File: config.mk
export PLATFORM = sky130hd
export DESIGN_NAME = tsdma_top
export DESIGN_NICKNAME = d
export VERILOG_FILES = /design/src/logic/tsdma_pkg.sv /design/src/logic/tsdma_top.sv
export SDC_FILE = /design/constraint.sdc
export NUM_CORES = 1
export LEC_CHECK = 0
export BUFFER_PORTS_ARGS = -buffer_cell sky130_fd_sc_hd__buf_2
export CORE_UTILIZATION = 45
export DETAILED_ROUTE_END_ITERATION = 8
export GPL_ROUTABILITY_DRIVEN = 0
export REMOVE_ABC_BUFFERS = 1
export SYNTH_ARGS = -nofsm -noshare
export SYNTH_HDL_FRONTEND = slang
export SYNTH_SLANG_ARGS = --single-unit
export TNS_END_PERCENT = 30
File: constraint.sdc
create_clock -name aclk -period 6.1 [get_ports aclk]
set_clock_uncertainty 0.2 [all_clocks]
set_input_delay 1.22 -clock aclk [delete_from_list [all_inputs] [get_ports aclk]]
set_output_delay 1.22 -clock aclk [all_outputs]
set_load 0.03 [all_outputs]
File: src/logic/tsdma_pkg.sv
// Package of constants and types for the timestamp double-buffer engine
`default_nettype none
package tsdma_pkg;
  // Register byte offsets
  localparam logic [7:0] OFF_CTL = 8'h00;
  localparam logic [7:0] OFF_CUR_BASE = 8'h04;
  localparam logic [7:0] OFF_CUR_CNT = 8'h08;
  localparam logic [7:0] OFF_CUR_SIZE = 8'h0C;
  localparam logic [7:0] OFF_SB_BASE = 8'h10;
  localparam logic [7:0] OFF_SB_SIZE = 8'h14;
  localparam logic [7:0] OFF_STAT = 8'h18;
  localparam logic [7:0] OFF_MASK = 8'h1C;
  // Control register field layout
  localparam int unsigned EN_BIT = 0;
  localparam int unsigned TMO_LSB = 1;
  localparam int unsigned TMO_W = 10;
  localparam int unsigned BURST_LSB = 11;
  localparam int unsigned BURST_W = 10;
  localparam int unsigned SWAP_BIT = 21;
  localparam int unsigned DONE_BIT = 22;
  localparam int unsigned OVF_BIT = 23;
  // Capacity register field layout
  localparam int unsigned SIZE_W = 30;
  localparam int unsigned VALID_BIT = 30;
  // Reset values
  localparam logic [BURST_W-1:0] BURST_RST = 10'h010;
  localparam logic [TMO_W-1:0] TMO_RST = 10'h00A;
  // Interrupt status and mask layout
  localparam int unsigned EV_ACQ = 0;
  localparam int unsigned EV_DONE = 1;
  localparam int unsigned EV_OVF = 2;
  localparam int unsigned EV_W = 3;
  // One timestamp is one 32-bit word in memory
  localparam logic [31:0] TS_BYTES = 32'h00000004;
  localparam int unsigned OUT_W = 16;
  // Timing
  localparam int unsigned CLK_PERIOD_NS = 8;
  localparam int unsigned MS_NS = 1000000;
  localparam int unsigned CYC_PER_MS = MS_NS / CLK_PERIOD_NS;
  // AXI responses
  localparam logic [1:0] RESP_OKAY = 2'b00;
  localparam logic [1:0] RESP_SLVERR = 2'b10;

  typedef struct packed {
    logic [31:0] addr;
    logic [31:0] data;
    logic last;
  } tsdma_mem_req_t;

  typedef enum logic [1:0] {
    WP_EMPTY = 2'b01,
    WP_BUSY = 2'b10
  } tsdma_wp_state_t;
endpackage : tsdma_pkg
`default_nettype wire

File: src/logic/tsdma_top.sv
// Timestamp double-buffer DMA engine with AXI4-Lite register bank
//
// Register access over AXI4-Lite is this design's own decision.
`timescale 1ns/100ps
`default_nettype none

// Contract
// - Enable set and current buffer valid: timestamps stored sequentially, else off.
// - Ten-bit coalescing timeout in milliseconds, control bits 10 to 1, read/write.
// - Ten-bit burst length in control bits 20 to 11, default sixteen.
// - Writing one to swap bit 21 makes next buffer current; zero does nothing.
// - After a software swap, completion bit 22 reads one once old buffer writes all reached memory.
// - Both buffers full sets overflow bit 23 and drops new timestamps.
// - Current start is a 32-bit writable byte address from memory start.
// - Read-only 32-bit count of samples stored in current buffer.
// - Current capacity is a 30-bit writable sample count in bits 29 to 0.
// - Valid bit 30 marks a buffer ready; no acquisition into invalid buffer.
// - Next buffer has own start and capacity/valid registers used at swap.
// - Drive a level acquisition-ready interrupt request toward the controller.
module tsdma_top
  import tsdma_pkg::*;
#(
  parameter int unsigned CYC_PER_MS_P = CYC_PER_MS
) (
  input wire logic aclk,
  input wire logic aresetn,
  input wire logic clk_en,
  input wire logic [7:0] s_axi_awaddr,
  input wire logic s_axi_awvalid,
  output logic s_axi_awready,
  input wire logic [31:0] s_axi_wdata,
  input wire logic [3:0] s_axi_wstrb,
  input wire logic s_axi_wvalid,
  output logic s_axi_wready,
  output logic [1:0] s_axi_bresp,
  output logic s_axi_bvalid,
  input wire logic s_axi_bready,
  input wire logic [7:0] s_axi_araddr,
  input wire logic s_axi_arvalid,
  output logic s_axi_arready,
  output logic [31:0] s_axi_rdata,
  output logic [1:0] s_axi_rresp,
  output logic s_axi_rvalid,
  input wire logic s_axi_rready,
  input wire logic ts_valid,
  input wire logic [31:0] ts_data,
  output logic ts_ready,
  output logic mem_valid,
  input wire logic mem_ready,
  output tsdma_mem_req_t mem_req,
  input wire logic mem_ack,
  output logic channel_acq_ready_irq
);

  logic aw_have_ff, w_have_ff, bvalid_ff, rvalid_ff;
  logic [7:0] aw_addr_ff;
  logic [31:0] wd_ff;
  logic [3:0] wstrb_ff;
  logic [1:0] bresp_ff, rresp_ff;
  logic [31:0] rdata_ff;
  logic en_ff, done_ff, ovf_ff, armed_ff, unrep_ff;
  logic [TMO_W-1:0] tmo_ff, ms_elapsed_ff;
  logic [BURST_W-1:0] burst_ff, beat_ff;
  logic [31:0] cur_base_ff, sb_base_ff, count_ff, ms_cyc_ff;
  logic [SIZE_W-1:0] cur_size_ff, sb_size_ff;
  logic cur_valid_ff, sb_valid_ff;
  logic [OUT_W-1:0] outst_ff, old_left_ff;
  logic [EV_W-1:0] stat_ff, mask_ff, ev;
  tsdma_wp_state_t wp_state_ff;
  tsdma_mem_req_t req_ff;

  logic [31:0] wmask, ctl_rd, ctl_wd, rd_mux;
  logic wr_fire, rd_fire, wr_hit, rd_hit;
  logic wr_ctl, wr_cur_base, wr_cur_size, wr_sb_base, wr_sb_size, wr_mask;
  logic swap_req, auto_swap, do_swap, cur_full, can_store, slot_free, store;
  logic ovf_set, done_set, acq_ev, ms_wrap, burst_last;
  logic [31:0] count_inc;
  logic [BURST_W-1:0] beat_inc;

  // Byte-lane write mask from the strobes
  genvar gi;
  generate
    for (gi = 0; gi < 4; gi++) begin : g_lane
      assign wmask[gi*8 +: 8] = {8{wstrb_ff[gi]}};
    end
  endgenerate

  // Bus handshakes; address and data are taken in either order
  assign s_axi_awready = !aw_have_ff && !bvalid_ff;
  assign s_axi_wready = !w_have_ff && !bvalid_ff;
  assign s_axi_arready = !rvalid_ff;
  assign s_axi_bvalid = bvalid_ff;
  assign s_axi_bresp = bresp_ff;
  assign s_axi_rvalid = rvalid_ff;
  assign s_axi_rdata = rdata_ff;
  assign s_axi_rresp = rresp_ff;
  assign wr_fire = aw_have_ff && w_have_ff && !bvalid_ff;
  assign rd_fire = s_axi_arvalid && !rvalid_ff;

  // Write address decode
  assign wr_ctl = wr_fire && (aw_addr_ff == OFF_CTL);
  assign wr_cur_base = wr_fire && (aw_addr_ff == OFF_CUR_BASE);
  assign wr_cur_size = wr_fire && (aw_addr_ff == OFF_CUR_SIZE);
  assign wr_sb_base = wr_fire && (aw_addr_ff == OFF_SB_BASE);
  assign wr_sb_size = wr_fire && (aw_addr_ff == OFF_SB_SIZE);
  assign wr_mask = wr_fire && (aw_addr_ff == OFF_MASK);
  assign wr_hit = wr_ctl || wr_cur_base || wr_cur_size || wr_sb_base
                  || wr_sb_size || wr_mask || (aw_addr_ff == OFF_CUR_CNT)
                  || (aw_addr_ff == OFF_STAT);

  // Control readback; swap bit always reads zero
  always_comb begin
    ctl_rd = 32'h00000000;
    ctl_rd[EN_BIT] = en_ff;
    ctl_rd[TMO_LSB +: TMO_W] = tmo_ff;
    ctl_rd[BURST_LSB +: BURST_W] = burst_ff;
    ctl_rd[DONE_BIT] = done_ff;
    ctl_rd[OVF_BIT] = ovf_ff;
  end
  assign ctl_wd = (ctl_rd & ~wmask) | (wd_ff & wmask);
  // Only a written one in an enabled lane swaps
  assign swap_req = wr_ctl && wd_ff[SWAP_BIT] && wmask[SWAP_BIT];

  // Bus write channel capture and response
  always_ff @(posedge aclk) begin
    if (!aresetn) begin
      aw_have_ff <= 1'b0;
      w_have_ff <= 1'b0;
      aw_addr_ff <= 8'h00;
      wd_ff <= 32'h00000000;
      wstrb_ff <= 4'h0;
      bvalid_ff <= 1'b0;
      bresp_ff <= RESP_OKAY;
    end else if (clk_en) begin
      if (s_axi_awvalid && s_axi_awready) begin
        aw_have_ff <= 1'b1;
        aw_addr_ff <= {s_axi_awaddr[7:2], 2'b00};
      end
      if (s_axi_wvalid && s_axi_wready) begin
        w_have_ff <= 1'b1;
        wd_ff <= s_axi_wdata;
        wstrb_ff <= s_axi_wstrb;
      end
      if (wr_fire) begin
        aw_have_ff <= 1'b0;
        w_have_ff <= 1'b0;
        bvalid_ff <= 1'b1;
        bresp_ff <= wr_hit ? RESP_OKAY : RESP_SLVERR;
      end else if (bvalid_ff && s_axi_bready) begin
        bvalid_ff <= 1'b0;
      end
    end
  end

  // Read data mux; unmapped addresses read zero with an error response
  always_comb begin
    rd_mux = 32'h00000000;
    rd_hit = 1'b1;
    case ({s_axi_araddr[7:2], 2'b00})
      OFF_CTL: rd_mux = ctl_rd;
      OFF_CUR_BASE: rd_mux = cur_base_ff;
      OFF_CUR_CNT: rd_mux = count_ff;
      OFF_CUR_SIZE: rd_mux = {1'b0, cur_valid_ff, cur_size_ff};
      OFF_SB_BASE: rd_mux = sb_base_ff;
      OFF_SB_SIZE: rd_mux = {1'b0, sb_valid_ff, sb_size_ff};
      OFF_STAT: rd_mux = {{(32-EV_W){1'b0}}, stat_ff};
      OFF_MASK: rd_mux = {{(32-EV_W){1'b0}}, mask_ff};
      default: rd_hit = 1'b0;
    endcase
  end

  // Bus read channel
  always_ff @(posedge aclk) begin
    if (!aresetn) begin
      rvalid_ff <= 1'b0;
      rdata_ff <= 32'h00000000;
      rresp_ff <= RESP_OKAY;
    end else if (clk_en) begin
      if (rd_fire) begin
        rvalid_ff <= 1'b1;
        rdata_ff <= rd_mux;
        rresp_ff <= rd_hit ? RESP_OKAY : RESP_SLVERR;
      end else if (rvalid_ff && s_axi_rready) begin
        rvalid_ff <= 1'b0;
      end
    end
  end

  // Software-owned control fields
  always_ff @(posedge aclk) begin
    if (!aresetn) begin
      en_ff <= 1'b0;
      tmo_ff <= TMO_RST;
      burst_ff <= BURST_RST;
      mask_ff <= {EV_W{1'b0}};
    end else if (clk_en) begin
      if (wr_ctl) begin
        en_ff <= ctl_wd[EN_BIT];
        tmo_ff <= ctl_wd[TMO_LSB +: TMO_W];
        burst_ff <= ctl_wd[BURST_LSB +: BURST_W];
      end
      if (wr_mask) begin
        // Merge by lane into the old mask, not into the control word
        mask_ff <= (wd_ff[EV_W-1:0] & wmask[EV_W-1:0])
                   | (mask_ff & ~wmask[EV_W-1:0]);
      end
    end
  end

  // Acquisition gating; a full current buffer advances to a valid next one
  assign cur_full = count_ff >= {2'b00, cur_size_ff};
  assign auto_swap = cur_valid_ff && cur_full && sb_valid_ff && !swap_req;
  assign do_swap = swap_req || auto_swap;
  assign can_store = en_ff && cur_valid_ff && !cur_full && !do_swap;
  assign slot_free = (wp_state_ff == WP_EMPTY) || mem_ready;
  // Timestamps that cannot be stored are taken and discarded
  assign ts_ready = can_store ? slot_free : 1'b1;
  assign store = ts_valid && can_store && slot_free;
  assign ovf_set = ts_valid && en_ff && cur_valid_ff && cur_full
                   && !sb_valid_ff;
  assign count_inc = count_ff + 32'h00000001;
  assign beat_inc = beat_ff + 10'h001;
  // Burst closes at the programmed length or at the buffer's end
  assign burst_last = (beat_inc >= burst_ff)
                      || (count_inc == {2'b00, cur_size_ff});

  // Buffer descriptors, swap and sample count
  always_ff @(posedge aclk) begin
    if (!aresetn) begin
      cur_base_ff <= 32'h00000000;
      cur_size_ff <= {SIZE_W{1'b0}};
      cur_valid_ff <= 1'b0;
      sb_base_ff <= 32'h00000000;
      sb_size_ff <= {SIZE_W{1'b0}};
      sb_valid_ff <= 1'b0;
      count_ff <= 32'h00000000;
      beat_ff <= {BURST_W{1'b0}};
    end else if (clk_en) begin
      if (wr_cur_base) begin
        cur_base_ff <= ctl_wd_sel(cur_base_ff);
      end
      if (wr_cur_size) begin
        cur_size_ff <= ctl_wd_sel({1'b0, cur_valid_ff, cur_size_ff})
                       [SIZE_W-1:0];
        cur_valid_ff <= ctl_wd_sel({1'b0, cur_valid_ff, cur_size_ff})
                        [VALID_BIT];
      end
      if (wr_sb_base) begin
        sb_base_ff <= ctl_wd_sel(sb_base_ff);
      end
      if (wr_sb_size) begin
        sb_size_ff <= ctl_wd_sel({1'b0, sb_valid_ff, sb_size_ff})
                      [SIZE_W-1:0];
        sb_valid_ff <= ctl_wd_sel({1'b0, sb_valid_ff, sb_size_ff})
                       [VALID_BIT];
      end
      // Swap wins over a same-cycle write of the current descriptor
      if (do_swap) begin
        cur_base_ff <= sb_base_ff;
        cur_size_ff <= sb_size_ff;
        cur_valid_ff <= sb_valid_ff;
        sb_valid_ff <= 1'b0;
        count_ff <= 32'h00000000;
        beat_ff <= {BURST_W{1'b0}};
      end else if (store) begin
        count_ff <= count_inc;
        beat_ff <= burst_last ? {BURST_W{1'b0}} : beat_inc;
      end
    end
  end

  // Byte-lane merge of the pending write into a register's old value
  function automatic logic [31:0] ctl_wd_sel(input logic [31:0] old);
    ctl_wd_sel = (old & ~wmask) | (wd_ff & wmask);
  endfunction : ctl_wd_sel

  // Single-word memory write stage; the address is fixed at acceptance
  always_ff @(posedge aclk) begin
    if (!aresetn) begin
      wp_state_ff <= WP_EMPTY;
      req_ff <= '0;
    end else if (clk_en) begin
      case (wp_state_ff)
        WP_EMPTY: begin
          if (store) begin
            wp_state_ff <= WP_BUSY;
          end
        end
        WP_BUSY: begin
          if (mem_ready && !store) begin
            wp_state_ff <= WP_EMPTY;
          end
        end
        default: wp_state_ff <= WP_EMPTY;
      endcase
      if (store) begin
        req_ff.addr <= cur_base_ff + (count_ff << 2);
        req_ff.data <= ts_data;
        req_ff.last <= burst_last;
      end
    end
  end
  assign mem_valid = (wp_state_ff == WP_BUSY);
  assign mem_req = req_ff;

  // Outstanding writes; acks return in issue order
  always_ff @(posedge aclk) begin
    if (!aresetn) begin
      outst_ff <= {OUT_W{1'b0}};
      old_left_ff <= {OUT_W{1'b0}};
      armed_ff <= 1'b0;
    end else if (clk_en) begin
      outst_ff <= outst_ff + OUT_W'(store) - OUT_W'(mem_ack);
      if (swap_req) begin
        armed_ff <= 1'b1;
        old_left_ff <= outst_ff - OUT_W'(mem_ack);
      end else if (armed_ff && mem_ack && old_left_ff != {OUT_W{1'b0}}) begin
        old_left_ff <= old_left_ff - 16'h0001;
      end
      if (done_set) begin
        armed_ff <= 1'b0;
      end
    end
  end
  assign done_set = armed_ff && !swap_req
                    && (old_left_ff == {OUT_W{1'b0}});

  // Completion and overflow flags; hardware set beats write-one clear
  always_ff @(posedge aclk) begin
    if (!aresetn) begin
      done_ff <= 1'b0;
      ovf_ff <= 1'b0;
    end else if (clk_en) begin
      if (done_set) begin
        done_ff <= 1'b1;
      end else if (swap_req || (wr_ctl && wd_ff[DONE_BIT]
                                && wmask[DONE_BIT])) begin
        done_ff <= 1'b0;
      end
      if (ovf_set) begin
        ovf_ff <= 1'b1;
      end else if (wr_ctl && wd_ff[OVF_BIT] && wmask[OVF_BIT]) begin
        ovf_ff <= 1'b0;
      end
    end
  end

  // Coalescing timer runs only while stored samples are unreported
  assign ms_wrap = (ms_cyc_ff == CYC_PER_MS_P - 1);
  assign acq_ev = unrep_ff && (ms_elapsed_ff >= tmo_ff);
  always_ff @(posedge aclk) begin
    if (!aresetn) begin
      unrep_ff <= 1'b0;
      ms_cyc_ff <= 32'h00000000;
      ms_elapsed_ff <= {TMO_W{1'b0}};
    end else if (clk_en) begin
      if (acq_ev || !unrep_ff) begin
        ms_cyc_ff <= 32'h00000000;
        ms_elapsed_ff <= {TMO_W{1'b0}};
      end else if (ms_wrap) begin
        ms_cyc_ff <= 32'h00000000;
        ms_elapsed_ff <= ms_elapsed_ff + 10'h001;
      end else begin
        ms_cyc_ff <= ms_cyc_ff + 32'h00000001;
      end
      // A sample in the reporting cycle stays pending
      if (store) begin
        unrep_ff <= 1'b1;
      end else if (acq_ev) begin
        unrep_ff <= 1'b0;
      end
    end
  end

  // Sticky status cleared by reading it; new events win over the clear
  always_comb begin
    ev = {EV_W{1'b0}};
    ev[EV_ACQ] = acq_ev;
    ev[EV_DONE] = done_set;
    ev[EV_OVF] = ovf_set;
  end
  always_ff @(posedge aclk) begin
    if (!aresetn) begin
      stat_ff <= {EV_W{1'b0}};
    end else if (clk_en) begin
      if (rd_fire && ({s_axi_araddr[7:2], 2'b00} == OFF_STAT)) begin
        stat_ff <= ev;
      end else begin
        stat_ff <= stat_ff | ev;
      end
    end
  end
  assign channel_acq_ready_irq = |(stat_ff & mask_ff);

endmodule : tsdma_top
`default_nettype wire

## Yosys cells after proc, flatten, opt, wreduce, memory -nomap -nowiden

Cells that the tools add are included.

| word-level totals | value |
|---|---|
| bits in read-only memories | 0 |
| memory bits (writable) | 0 |
| latch bits | 0 |
| memories | 0 |
| flip-flop bits (word level) | 422 |
| input port bits | 95 |

| operators by class | value |
|---|---|
| bitwise operators | 18 |
| reductions and logical operators | 106 |
| shift-type cells | 0 |
| add/sub/neg operators | 9 |
| equal/unequal tests | 20 |
| div/mod/pow operators | 0 |
| $lt $le $gt $ge | 3 |
| multiply operators | 0 |
| mux-type cells | 44 |

Operator list:

| cell | count |
|---|---|
| case mux 32 bit (8 select lines) | 1 |
| two-way mux 32 bit | 6 |
| bitwise AND 32 bit | 3 |
| adder 32 x 1 -> 32 bit (second input constant) | 2 |
| bitwise OR 32 bit | 2 |
| bitwise AND 31 bit | 2 |
| bitwise OR 31 bit | 2 |
| two-way mux 30 bit | 2 |
| two-way mux 10 bit | 5 |
| == test 6 x 3 -> 1 bit (second input constant) | 8 |
| AND reduction 2 bit | 23 |
| logical AND 1 bit | 40 |
| adder 32 bit | 1 |
| == test 32 x 17 -> 1 bit (second input constant) | 1 |
| == test 32 x 30 -> 1 bit | 1 |
| >= comparator 32 x 30 -> 1 bit | 1 |
| two-way mux 16 bit | 2 |
| NOT 32 bit | 1 |
| subtractor 16 x 1 -> 16 bit | 2 |
| nonzero test 2 bit | 14 |
| == test 6 x 2 -> 1 bit (second input constant) | 4 |
| two-way mux 1 bit | 22 |
| bitwise AND 21 bit | 1 |
| bitwise OR 21 bit | 1 |
| 24 further kinds | 53 |

## Longest topological paths before layout

| depth | value |
|---|---|
| word-level depth | 16 |
| gate-level depth with buffers | 23 |
| gate-level depth less buffers | 22 |

## Least setup slack after synthesis

OpenSTA, ideal clock, no wires.

| timing path | value |
|---|---|
| path type | register -> register |
| start point | register with a tool-made name |
| end point | register outst_ff[15] |
| library setup time | 72 ps |
| path slack | 1328 ps |
| data arrival time | 4500 ps |
| period minus slack after synthesis | 4772 ps |
| stages on the path, launching flop included | 23 |
| cells stage by stage | dfxtp_1 > inv_1 > ha_1 > nand4_1 > or4_1 > a2111oi_1 > nand2_1 > and4_1 > buf_2 > and4_1 > o21ai_0 > ha_1 > inv_1 > ha_1 > a211oi_1 > o31ai_1 > a311oi_1 > o21bai_1 > a21oi_1 > o41ai_1 > o41ai_1 > mux2i_1 > mux2i_1 |

RTL lines:

| what | RTL line | RTL |
|---|---|---|
| to (signal assigned) | tsdma_top.sv:309 | `outst_ff <= {OUT_W{1'b0}};` |
| to (signal assigned) | tsdma_top.sv:313 | `outst_ff <= outst_ff + OUT_W'(store) - OUT_W'(mem_ack);` |
| to (decl) | tsdma_top.sv:67 | `logic [OUT_W-1:0] outst_ff, old_left_ff;` |

==> results.sh <==
export IMPL_status="completed"
export IMPL_power_switching_mw=1.728
export IMPL_ant_nets=0
export IMPL_grt_pass1_wl_um=112400
export IMPL_cp_slowest_cell="or4_1"
export IMPL_rsz0062_at_grt="false"
export IMPL_grt_max_degree=135
export IMPL_start_util=0.4597
export IMPL_period_minus_slack_ns=5.647
export IMPL_final_util=0.5240
export IMPL_finalNonFillerCells=3630
export IMPL_synth_seq_cells=420
export IMPL_p_per_area_nw_per_um2=256.5
export IMPL_syn_avg_cell_area_sq_um=8.078
export IMPL_synth_area_top_cells="dfxtp_1, a21oi_1, ha_1"
export IMPL_ctsResizeCount=0
export IMPL_max_stage_delay_ns=0.60
export IMPL_power_frac_comb=0.114
export IMPL_multi_input_area_sq_um=13210
export IMPL_start_kind="flip-flop"
export IMPL_synth_seq_area_share=0.3706
export IMPL_worstHoldPathType="flip-flop to flip-flop"
export IMPL_synthTopCellsByCount="dfxtp_1, nand2_1, a21oi_1, nor2_1, o21ai_0"
export IMPL_drtIter0Drc=1900
export IMPL_fmax_mhz=177.1
export IMPL_nFillCells=4731
export IMPL_regToRegSetupSlack_ns=0.45
export IMPL_synth_top_area_cell="dfxtp_1"
export IMPL_cpLargestDelayFamily="compound AO/OA/AOI/OAI gates"
export IMPL_detail_route_vias_per_cell=5.915
export IMPL_p_leak_nw=10.38
export IMPL_core_sq_um=49360
export IMPL_yosys_warnings=0
export IMPL_power_frac_seq=0.432
export IMPL_grt_pass1_vias=20092
export IMPL_drt_wl_total_um=71990
export IMPL_postCtsSetupRepairBufs=0
export IMPL_swShare=0.2605
export IMPL_dp_hpwl_um=50600
export IMPL_areaGrowthSynthToFinish_pct=13.99
export IMPL_synth_top_cell_area_share=0.3706
export IMPL_hold_path_startpoint="mem_req[1]$_SDFFE_PN0P_"
export IMPL_seqCellArea_sq_um=8408
export IMPL_maxCapViolations=0
export IMPL_place_area_sq_um=24230
export IMPL_finalCritPeriodShare=0.9257
export IMPL_end_kind="flip-flop"
export IMPL_cp_cell_sequence="inv_1, ha_1, nand4_1, or4_1, a2111oi_1, buf_4, nand2_1, and4_1, and4_1, o21ai_0, ha_1, inv_1, ha_1, a211oi_1, o31ai_1, a311oi_1, o21bai_1, a21oi_1, o41ai_1, o41ai_1, mux2i_1, mux2i_1"
export IMPL_ir_drop_mv=0.2373
export IMPL_synth_most_common_cell="dfxtp_1"
export IMPL_crit_type="flip-flop to flip-flop"
export IMPL_setup_viol=0
export IMPL_clock_latency_ns=0.62
export IMPL_vias=21472
export IMPL_drc=0
export IMPL_cp_required_ns=6.43
export IMPL_r2r_end="outst_ff[15]$_SDFFE_PN0P_"
export IMPL_rows=81
export IMPL_cts_hold_buf=0
export IMPL_cts_reportedPaths_clkPinSlew_ns=0.06
export IMPL_grt_total_usage=0.2778
export IMPL_cts_sinks=420
export IMPL_cts_max_path_buffers=3
export IMPL_drive_gt1_frac=0.1342
export IMPL_synth_ff_type="dfxtp_1"
export IMPL_slew_violations=0
export IMPL_fin_area_sq_um=25860
export IMPL_fp_dieW_um=226.6
export IMPL_final_nets=3140
export IMPL_worst_slew_pin_slew_ns=1.283
export IMPL_die_area_sq_um=51320
export IMPL_path_max_fanout=4
export IMPL_power_mw=6.634
export IMPL_syn_cell_area_sq_um=22690
export IMPL_holdPathEnd="mem_req[1]$_SDFFE_PN0P_"
export IMPL_die_y_um=226.6
export IMPL_num_io_pins=204
export IMPL_hold_depth=2
export IMPL_p_int_mw=4.906
export IMPL_placed_cells=3542
export IMPL_clockPowerShare=0.454
export IMPL_portBuffers=197
export IMPL_cts_buffers=48
export IMPL_hold_viol=0
export IMPL_synth_edff_count=0
export IMPL_grt_ovfl_total=0
export IMPL_synth_cells=2809
export IMPL_reg2regPathDepth=22
export IMPL_slew_headroom=0.1443
export IMPL_antenna_found_initial=0
export IMPL_wl_per_cell_um=19.83
export IMPL_firstDrtPassIters=6
export IMPL_crit_path_frequent_cell="ha_1"
export IMPL_worstPathArrival_ns=5.97
export IMPL_antenna_cells=0
export IMPL_synthArstFlopShare=0
export IMPL_root_buffer="clkbuf_16"
export IMPL_htree_levels=2
export IMPL_cts_tree="done"
export IMPL_ys_types=88
export IMPL_path_buf_inv=3
metrics by stage:
stage | setup TNS [ns] | worst slack [ns] | hold slack, ns
after floorplan | -8.967 | -0.4501 | 0.2419
after global placement | 0 | 0.5754 | 0.2377
after detailed placement | 0 | 0.4723 | 0.2447
after CTS | 0 | 0.4163 | 0.2527
after global routing | 0 | 0.08355 | 0.2671
final | 0 | 0.4534 | 0.2485
area by class of cell:
class	count	share of cell area
clock buffers	72	0.05578
clock inverters	16	0.007450
inverters	102	0.01509
multi-input cells	2107	0.5107
flip-flops and latches	420	0.3251
well taps	664	0.03212
repair buffers	249	0.05379
placed cells by master, fill, tap and decap left out, drive strengths merged, types with 8 or more instances in the layout:
| cell | count |
|---|---|
| dfxtp | 420 |
| nand2 | 340 |
| a21oi | 307 |
| nor2 | 285 |
| buf | 249 |
| o21ai | 167 |
| ha | 115 |
| inv | 104 |
| nand3 | 80 |
| xnor2 | 78 |
| mux2i | 77 |
| clkbuf | 72 |
| o22ai | 68 |
| xor2 | 51 |
| a211oi | 45 |
| nor3 | 40 |
| nand4 | 36 |
| and3 | 32 |
| a221oi | 30 |
| nor4 | 26 |
| nor2b | 23 |
| nand2b | 23 |
| a21o | 22 |
| or3 | 22 |
| o21a | 20 |
| a22oi | 17 |
| a31oi | 16 |
| o211ai | 13 |
| a222oi | 12 |
| and4 | 11 |
| mux4 | 11 |
| mux2 | 10 |
| o221a | 10 |
| nand3b | 9 |
| nor3b | 9 |
| a311oi | 8 |
| and2 | 8 |
| clkinv | 8 |
cells by family (layout without fill, tap and decap cells):
| logic type | Yosys count | count (layout) | synth area share |
|---|---|---|---|
| buffers and inverters | 283 | 439 | 0.04974 |
| other | 1 | 2 | 0.0001653 |
| adder cells (fa/ha/maj) | 117 | 117 | 0.06518 |
| XOR/XNOR | 129 | 129 | 0.04979 |
| multiplexers | 98 | 98 | 0.05001 |
| flip-flops | 420 | 420 | 0.3706 |
| AO/OA/AOI/OAI | 793 | 793 | 0.2146 |
| AND/OR/NAND/NOR | 968 | 968 | 0.2000 |
power groups by stage:
stage	Combinational, mW	Clock [mW]	Sequential, mW
after global routing	0.840	3.15	2.88
after global placement	0.735	0	2.92
after floorplan	0.508	0	2.94
final	0.756	3.01	2.87
after detailed placement	0.745	0	2.93
after CTS	0.754	3.06	2.87
routing by layer:
layer | routed length, um | vias up | part of all wire | global-route usage
li1 | - | 10294 | - | -
met1 | 32100 | 10188 | 0.45 | 0.3777
met2 | 32410 | 850 | 0.45 | 0.4432
met3 | 5163 | 140 | 0.072 | 0.04108
met4 | 2320 | 0 | 0.032 | 0.1048
met5 | 0 | - | 0 | 0
tightest hold or removal path: stages, from the launching register on:
cell and delay (ns):
dfxtp_1 0.30, nand2_1 0.05, a21oi_1 0.05
worst max path at each step:
stage | start | to | slack [ns] | cells past startpoint
2_1_floorplan | s_axi_bvalid$_SDFFE_PN0P_ | beat_ff[2]$_SDFFE_PN0P_ | -0.45 | 8
3_3_place_gp | flip-flop | outst_ff[15]$_SDFFE_PN0P_ | 0.58 | 22
3_5_place_dp | flip-flop | outst_ff[15]$_SDFFE_PN0P_ | 0.47 | 22
4_1_cts | flip-flop | outst_ff[15]$_SDFFE_PN0P_ | 0.42 | 22
5_1_grt | flip-flop | outst_ff[15]$_SDFFE_PN0P_ | 0.08 | 22
6_report | flip-flop | outst_ff[15]$_SDFFE_PN0P_ | 0.45 | 22
Note: power is estimated with default switching activity, not from simulation.
